<file path="config.mk">
export PLATFORM = sky130hd
export DESIGN_NAME = return_rotate_misc_instr_exec
export DESIGN_NICKNAME = d
export VERILOG_FILES = /design/src/verilog/rot_left_carry.v /design/src/verilog/return_rotate_misc_instr_exec.v
export VERILOG_INCLUDE_DIRS = /design/src /design/src/verilog
export SDC_FILE = /design/constraint.sdc
export NUM_CORES = 1
export LEC_CHECK = 0
export BUFFER_PORTS_ARGS = -buffer_cell sky130_fd_sc_hd__buf_2
export CORE_MARGIN = 5
export CORE_UTILIZATION = 35
export CTS_CLUSTER_SIZE = 24
export DETAILED_ROUTE_END_ITERATION = 7
export SKIP_LAST_GASP = 1
export SYNTH_ARGS = -nofsm -noshare
export SYNTH_HDL_FRONTEND = slang
export SYNTH_HIERARCHICAL = 1
export SYNTH_SLANG_ARGS = --single-unit
export TNS_END_PERCENT = 5
</file>
<file path="constraint.sdc">
create_clock -name sys_clk -period 2.1 [get_ports sys_clk]
set_clock_uncertainty 0.05 [all_clocks]
set_input_delay 0.105 -clock sys_clk [delete_from_list [all_inputs] [get_ports sys_clk]]
set_output_delay 0.105 -clock sys_clk [all_outputs]
set_load 0.02 [all_outputs]
</file>
<file path="src/verilog/exec_misc_defs.vh">
`ifndef EXEC_MISC_DEFS_VH
`define EXEC_MISC_DEFS_VH

// ------------------------------------------------------------
// operation codes presented by the decode stage
// ------------------------------------------------------------
`define OP_W            3
`define OP_NOP          3'h0
`define OP_LOAD_PRESC   3'h1
`define OP_SOFT_RESET   3'h2
`define OP_IRQ_RETURN   3'h3
`define OP_SUB_RETURN   3'h4
`define OP_RET_LITERAL  3'h5
`define OP_ROTATE_LEFT  3'h6

// ------------------------------------------------------------
// widths, field positions and reset values
// ------------------------------------------------------------
`define DATA_W          8
`define ADDR_W          7
`define PC_W            15
`define IRQ_EN_BIT      7
`define MSB_BIT         7
`define DEST_ACC        1'b0
`define DEST_FILE       1'b1
`define PRESC_RST       8'hff
`define IRQCTL_RST      8'h00
`define ACC_RST         8'h00
`define PC_RST          15'h0000
`define PC_STEP         15'h0001
`define CARRY_RST       1'b0
`define CAUSE_FLAG_RST  1'b1

// ------------------------------------------------------------
// sequencer states and cycle counts
// ------------------------------------------------------------
`define ST_W            2
`define ST_EXEC         2'h0
`define ST_FLUSH        2'h1
`define ST_RESET        2'h2
`define RESET_CYC       2'h2

`endif

</file>
<file path="src/verilog/rot_left_carry.v">
`timescale 1ns/1ps
`default_nettype none
`include "exec_misc_defs.vh"

// one-position left rotate through the carry, purely combinational
module rot_left_carry (
	// operand and carry in
	input  wire [`DATA_W-1:0] src,
	input  wire               carry_in,
	// result and carry out
	output wire [`DATA_W-1:0] result,
	output wire               carry_out
);

	// old carry enters bit 0, old msb leaves as carry
	assign result    = {src[`DATA_W-2:0], carry_in};
	assign carry_out = src[`MSB_BIT];

endmodule // rot_left_carry

`default_nettype wire

</file>
<file path="src/verilog/return_rotate_misc_instr_exec.v">
// Notes on behaviour
// - load-prescaler op copies accumulator to prescaler config; no flags.
// - soft reset op resets device and clears reset_instr_flag_n.
// - irq_return_op pops stack, pc from stack_top, sets bit 7; 2 cycles.
// - subroutine return pops stack, pc from stack_top; two cycles, no flags.
// - return_literal_op puts literal in accumulator, pops to pc; 2 cycles.
// - rotate_left_carry_op shifts left; old carry in bit 0, msb to carry.
// - destination 0 writes accumulator, 1 writes back the file register.
// - rotate takes a 7-bit file address, 0..127, in current bank.
`timescale 1ns/1ps
`default_nettype none
`include "exec_misc_defs.vh"

module return_rotate_misc_instr_exec (
	// clock and reset
	input  wire                sys_clk,
	input  wire                arst_n,
	// decoded instruction
	input  wire                instr_valid,
	input  wire [`OP_W-1:0]    instr_op,
	input  wire [`DATA_W-1:0]  instr_literal,
	input  wire [`ADDR_W-1:0]  instr_faddr,
	input  wire                instr_dest,
	output wire                instr_ready,
	// return stack
	input  wire [`PC_W-1:0]    stack_top,
	output wire                stack_pop,
	// file register port, read is combinational
	output wire [`ADDR_W-1:0]  file_addr,
	input  wire [`DATA_W-1:0]  file_rdata,
	output reg                 file_we_r,
	output reg  [`DATA_W-1:0]  file_wdata_r,
	// architectural state
	output reg  [`PC_W-1:0]    pc_r,
	output reg  [`DATA_W-1:0]  accum_r,
	output reg                 carry_r,
	output reg  [`DATA_W-1:0]  presc_cfg_r,
	output reg  [`DATA_W-1:0]  irq_control_reg_r,
	// reset cause and request
	output reg                 reset_instr_flag_n_r,
	output reg                 soft_reset_req_r
);

	// ------------------------------------------------------------
	// internal state
	// ------------------------------------------------------------
	reg  [`ST_W-1:0]   state_r;
	reg  [`ST_W-1:0]   state_nxt;
	reg  [1:0]         rst_cnt_r;
	reg  [1:0]         rst_cnt_nxt;
	reg  [`PC_W-1:0]   pc_nxt;
	reg  [`DATA_W-1:0] accum_nxt;
	reg                carry_nxt;
	wire               take;
	wire               in_reset;
	wire               is_presc;
	wire               is_soft_rst;
	wire               is_irq_ret;
	wire               is_lit_ret;
	wire               is_rotate;
	wire               rot_to_file;
	wire [`DATA_W-1:0] rot_res;
	wire               rot_c;

	// decode stalls during the flush cycle and the reset pulse
	assign instr_ready = (state_r == `ST_EXEC);
	assign take        = instr_valid & instr_ready;
	assign file_addr   = instr_faddr;
	// one pop per return, in its first cycle
	assign stack_pop   = take & ((instr_op == `OP_IRQ_RETURN) |
	                             (instr_op == `OP_SUB_RETURN) |
	                             (instr_op == `OP_RET_LITERAL));

	rot_left_carry u_rot (
		.src       (file_rdata),
		.carry_in  (carry_r),
		.result    (rot_res),
		.carry_out (rot_c)
	);

	// ------------------------------------------------------------
	// sequencer: returns spend a second cycle refilling the fetch
	// ------------------------------------------------------------
	always @* begin
		state_nxt = state_r;
		case (state_r)
			`ST_EXEC: begin
				if (take && stack_pop)
					state_nxt = `ST_FLUSH;
				else if (take && instr_op == `OP_SOFT_RESET)
					state_nxt = `ST_RESET;
			end
			`ST_FLUSH: state_nxt = `ST_EXEC;
			`ST_RESET: begin
				if (rst_cnt_r == `RESET_CYC)
					state_nxt = `ST_EXEC;
			end
			default: state_nxt = `ST_EXEC;
		endcase
	end

	// ------------------------------------------------------------
	// operation decode, qualified by the accepted strobe
	// ------------------------------------------------------------
	// qualifying here keeps a stalled op from touching any state
	assign in_reset    = (state_r == `ST_RESET);
	assign is_presc    = take & (instr_op == `OP_LOAD_PRESC);
	assign is_soft_rst = take & (instr_op == `OP_SOFT_RESET);
	assign is_irq_ret  = take & (instr_op == `OP_IRQ_RETURN);
	assign is_lit_ret  = take & (instr_op == `OP_RET_LITERAL);
	assign is_rotate   = take & (instr_op == `OP_ROTATE_LEFT);
	assign rot_to_file = is_rotate & (instr_dest == `DEST_FILE);

	// ------------------------------------------------------------
	// length of the internal reset pulse
	// ------------------------------------------------------------
	// restarts on every accepted soft reset, then runs to its end
	always @* begin
		rst_cnt_nxt = rst_cnt_r;
		if (is_soft_rst)
			rst_cnt_nxt = 2'h0;
		else if (in_reset)
			rst_cnt_nxt = rst_cnt_r + 2'h1;
	end

	// ------------------------------------------------------------
	// next values of the program counter, accumulator and carry
	// ------------------------------------------------------------
	// returns jump to the popped address, every other op steps by one;
	// the reset pulse cannot clash, no op is accepted while it stands
	always @* begin
		pc_nxt = pc_r;
		if (in_reset)
			pc_nxt = `PC_RST;
		else if (stack_pop)
			pc_nxt = stack_top;
		else if (take)
			pc_nxt = pc_r + `PC_STEP;
	end

	// besides the reset pulse, only the literal return and the rotate touch accumulator or carry;
	// a nop or a plain return falls through and leaves both alone
	always @* begin
		accum_nxt = accum_r;
		carry_nxt = carry_r;
		if (in_reset) begin
			accum_nxt = `ACC_RST;
			carry_nxt = `CARRY_RST;
		end else if (is_lit_ret) begin
			accum_nxt = instr_literal;
		end else if (is_rotate) begin
			carry_nxt = rot_c;
			if (instr_dest == `DEST_ACC)
				accum_nxt = rot_res;
		end
	end

	// ------------------------------------------------------------
	// registered state
	// ------------------------------------------------------------
	// core state and sequencer, loaded from the next values above
	always @(posedge sys_clk or negedge arst_n) begin
		if (!arst_n) begin
			state_r   <= `ST_EXEC;
			rst_cnt_r <= 2'h0;
			pc_r      <= `PC_RST;
			accum_r   <= `ACC_RST;
			carry_r   <= `CARRY_RST;
		end else begin
			state_r   <= state_nxt;
			rst_cnt_r <= rst_cnt_nxt;
			pc_r      <= pc_nxt;
			accum_r   <= accum_nxt;
			carry_r   <= carry_nxt;
		end
	end

	// configuration registers, returned to defaults by the reset pulse
	always @(posedge sys_clk or negedge arst_n) begin
		if (!arst_n) begin
			presc_cfg_r       <= `PRESC_RST;
			irq_control_reg_r <= `IRQCTL_RST;
		end else if (in_reset) begin
			presc_cfg_r       <= `PRESC_RST;
			irq_control_reg_r <= `IRQCTL_RST;
		end else begin
			if (is_presc)
				presc_cfg_r <= accum_r;
			if (is_irq_ret)
				irq_control_reg_r[`IRQ_EN_BIT] <= 1'b1;
		end
	end

	// the cause flag survives the reset pulse so firmware can read it;
	// only the asynchronous (power-on) path sets it back
	always @(posedge sys_clk or negedge arst_n) begin
		if (!arst_n) begin
			reset_instr_flag_n_r <= `CAUSE_FLAG_RST;
			soft_reset_req_r     <= 1'b0;
		end else if (is_soft_rst) begin
			reset_instr_flag_n_r <= 1'b0;
			soft_reset_req_r     <= 1'b1;
		end else if (in_reset) begin
			// drops in the cycle that hands control back to decode
			soft_reset_req_r <= (rst_cnt_r != `RESET_CYC);
		end
	end

	// write strobe stands for one cycle after a file-bound rotate
	always @(posedge sys_clk or negedge arst_n) begin
		if (!arst_n) begin
			file_we_r    <= 1'b0;
			file_wdata_r <= `ACC_RST;
		end else begin
			file_we_r <= rot_to_file;
			if (rot_to_file)
				file_wdata_r <= rot_res;
		end
	end

endmodule // return_rotate_misc_instr_exec

`default_nettype wire

</file>
======== Word level (Yosys, flattened, before mapping) ========
Index checks and enable logic that the tools add are counted.
word-level totals
  register bits ........................... 48
  output and inout port bits .............. 60
  word-level logic and storage cells ...... 70
cells by class
  $add $sub $neg .......................... 2
  equality and inequality tests ........... 13
  muxes and demuxes ....................... 22
  bitwise gates (word level) .............. 10
  reduce and logical (&&, ||, !) cells .... 12
operators with widths
  cell                   number
  $mux 8                 6
  $mux 15                3
  $add 15x1->15 const B  1
  $mux 2                 5
  $eq 3x3->1 const B     3
  $and 1x1->1            8
  $reduce_bool 2->1      4
  $mux 1                 7
  $eq 3x2->1 const B     2
  $ne 3x1->1 const B     2
  $reduce_and 2->1       3
  $reduce_bool 3->1      2
  $eq 2x2->1 const B     2
  $ne 2x2->1 const B     2
  $pmux 2 s2             1
  $eq 3x1->1 const B     1
  $add 2x1->2 const B    1
  $logic_and 1x1->1      2
  $logic_not 2->1        1
  $ne 2x1->1 const B     1
  $or 1x1->1             2

======== Logic depth before layout (Yosys ltp) ========
  depth in word-level cells ............... 7
  depth in mapped cells ................... 6

======== By module ========
Netlist, hierarchy kept.
modules (own cells, without submodules)
  module                         times used  cells each  area each (um2)
  return_rotate_misc_instr_exec  1           258         2,582.5
  rot_left_carry                 1           9           67.6

======== Worst setup path before layout ========
No wires, ideal clock.
  path kind ............................... reg2reg
  from .................................... reg pc_r[0]
  to ...................................... reg pc_r[12]
  arrival time ............................ 1,846 ps
  required time ........................... 1,981 ps
  path slack .............................. 136 ps
  cell stages (with the launch flop) ...... 6
  clock period less this slack ............ 1,964 ps
  cell sequence ........................... dfrtp_1 > ha_1 > nand4_2 > or4_1 > or4_1 > nand3_1
on the way
  longest elaborated chain between the ends .. 4
ends and longest elaborated chain
  element                         RTL line                             text
  start, declared                 return_rotate_misc_instr_exec.v:34   output reg [`PC_W-1:0] pc_r,
  start signal, assigned          return_rotate_misc_instr_exec.v:166  pc_r <= `PC_RST;
  start signal, assigned          return_rotate_misc_instr_exec.v:172  pc_r <= pc_nxt;
  $add 15x1->15 (no source line)  -
  $mux 15                         return_rotate_misc_instr_exec.v:137  else if (take)
  $mux 15                         return_rotate_misc_instr_exec.v:135  else if (stack_pop)
  $mux 15                         return_rotate_misc_instr_exec.v:133  if (in_reset)
No other way between the ends. The select of a mux whose other input is x is not followed.
A chain may end at the register's enable or synchronous reset.

======== Worst setup path after layout ========
Same ends and word-level chain as after synthesis.

==> impl_metrics.yaml <==
pwr:
  power.leakage_nw: 1.63
  irDropWorstVdd_mv: 0.571
  p_per_area_mw_per_mm2: 1210
timing:
  period_minus_slack_ns: 1.91
  fmax_mhz: 522
  rsz0062_at_grt: "false"
  setup_violations: 0
  final_max_slew_viol_count: 0
  worst_slew_pin_slew_ns: 0.590
  fin_setup_tns_ns: 0
  hold_viol_final: 0
  finalCritPeriodShare_pct: 91.2
  slew_headroom_pct: 60.7
worst_setup_path:
  cp-end-kind: "register"
  arrival_ns: 2.11
  start_kind: "register"
  crit_fanout: 5
  crit_type: "reg2reg"
  worstPathRequired_ns: 2.30
route:
  drtAntennaViolNets: 0
  drc_errors: 0
  drt_wl_total_um: 7040
  via_per_inst: 5.06
  wl_per_cell_um: 15.7
  vias: 2261
  firstDrtPassIters: 4
  drt_iter0_markers: 115
finish:
  drive_gt1_share_pct: 36.5
  final_util_pct: 45.2
  fin_area_sq_mm: 0.00331
  antennaDiodeCount: 0
  syn_to_final_growth_pct: 25.1
  final_nets: 394
yosys:
  synth.most_common_cell: "dfrtp_1"
  yosysWarnings: 6
  ys_seq_area_share_pct: 45.8
  synth_commonest_cells: "dfrtp_1, buf_4, mux2i_1, nand2_1, nor2_1"
  synth.avg_cell_area_sq_um: 9.93
  synth_top_area_cell: "dfrtp_1"
  ys_ff_latch: 48
  synth-async-reset-ratio_pct: 100
  synthFlopType: "dfrtp_1"
  syn_area_sq_mm: 0.00265
  yosys-top-cells-area: "dfrtp_1, dfstp_2, mux2i_1"
  synth.top_cell.area_share_pct: 36.8
  synth_enable_flop_cells: 0
  yosys.cell_types.count: 48
  synth_cells: 267
die:
  die_w_um: 97.0
  die_area_sq_mm: 0.00941
  rows: 31
  fp.dieH_um: 97.0
  coreArea_sq_mm: 0.00733
  ioPinCount: 105
  initial_utilization_pct: 36.1
run_status:
  status: "complete, no violations"
placement:
  place.gp.congestion: 0.835
  port_buffers: 83
  placedInstanceArea_sq_mm: 0.00305
  dp_hpwl_um: 5210
job:
  maxCapViolCount: 0
global_route:
  track_usage_pct: 14.8
  grt_remaining_overflow: 0
  grt_pass1_wl_um: 11600
  grt_pass1_vias: 2271
  antenna_found_initial: 0
  grt_max_degree: 26
clock_tree:
  clock_latency_ns: 0.30
  htree_levels: 2
  cts.path.max_buffers: 2
  cts_root_buffer: "clkbuf_8"
  cts.sinks: 48
  cts_buffers: 5
  cts_tree: "done"
  clk_pin_slew_worst_paths_ns: 0.09
worst_hold_path:
  min_path_type: "in2reg"
==> per-layer routing <==
layer	GRT usage, %	up-vias	share of wire, %
met5	0	-	0
met3	4.39	5	6.8
met4	2.92	0	0.63
li1	-	1087	-
met2	23.8	93	48
met1	19.9	1076	44
==> power breakdown <==
group | switching, mW | total, mW | internal (mW)
Clock | 0.336 | 0.815 | 0.480
Combinational | 0.992 | 1.60 | 0.604
Sequential | 0.284 | 1.59 | 1.30
==> worst max-delay path, cell delays in order, from the launching register on <==
cell	delay, ns
dfrtp_1	0.42
ha_1	0.24
nand4_2	0.15
or4_1	0.50
or4_1	0.41
nand3_1	0.09
==> kinds of logic after synthesis <==
kind of cell | share of synthesized area, %
flip-flops | 45.8
buffers and inverters | 10.1
other | 0.142
adder cells (fa/ha/maj) | 0.944
multiplexers | 11.0
AND/OR/NAND/NOR | 20.0
XOR/XNOR | 0.661
AO/OA/AOI/OAI | 11.5
==> sequential cells by signal, summed over array words and instances (netlist names), 2 cells and up <==
name / flops
pc_r: 15
rst_cnt_r: 2
accum_r: 8
presc_cfg_r: 8
state_r: 2
file_wdata_r: 8
==> final timing paths <==
check                                     start                   end  slack (ns)  cells past startpoint
min                                stack_top[7]               pc_r[7]        0.01                      3
max                                     pc_r[0]              pc_r[12]        0.19                      5
max in group asynchronous                arst_n  reset_instr_flag_n_r        1.11                      3
min in group asynchronous                arst_n       file_wdata_r[4]        0.28                      2
max reg2reg                             pc_r[0]              pc_r[12]        0.19                      5
min reg2reg                reset_instr_flag_n_r  reset_instr_flag_n_r        0.44                      1
==> layout make-up <==
class                      count  area (sq um)
timing repair buffer         103           608
clock buffer                   5          68.8
tap                           99           124
multi-input combinational    180          1200
sequential                    48          1210
inverter                       9          33.8
fill                         708          4020
clock inverter                 3          68.8
==> through the flow <==
stage | setup slack, ns | hold WS [ns] | total power [mW] | std cells
2_1_floorplan | 0.136 | -0.241 | 2.63 | 273
3_3_place_gp | 0.237 | 0.0966 | 3.15 | 427
3_5_place_dp | 0.189 | 0.0967 | 3.18 | 427
4_1_cts | 0.0315 | 0.00426 | 4.03 | 447
5_1_grt | 0.0594 | 0.0340 | 4.26 | 447
6_report | 0.185 | 0.0114 | 4.00 | 447
==> cells in the final DEF, fill, tap and decap left out, types with 4 or more instances in the layout <==
| cell type | Yosys | layout |
|---|---|---|
| a21oi_1 | 12 | 11 |
| a22oi_1 | 5 | 5 |
| a32oi_1 | 4 | 4 |
| buf_2 | 7 | 83 |
| buf_4 | 24 | 7 |
| clkbuf_8 | 0 | 5 |
| conb_1 | 1 | 7 |
| dfrtp_1 | 39 | 39 |
| dfstp_2 | 9 | 9 |
| dlygate4sd3_1 | 0 | 12 |
| inv_1 | 9 | 9 |
| mux2_2 | 8 | 8 |
| mux2i_1 | 20 | 20 |
| nand2_1 | 19 | 19 |
| nand3_1 | 14 | 14 |
| nor2_1 | 19 | 19 |
| nor2b_1 | 5 | 5 |
| nor3_1 | 8 | 8 |
| nor4_1 | 5 | 5 |
| o21ai_0 | 7 | 7 |
| or4_1 | 5 | 5 |
==> repair_timing <==
item	4_1_cts	5_1_grt
resized for setup	1	1
buffers inserted	0	0
endpoints found under the hold margin	33	0
endpoints found under the setup margin	1	2
hold buffers	12	0
gates cloned	0	0
Note: power is estimated with default switching activity, not from simulation.
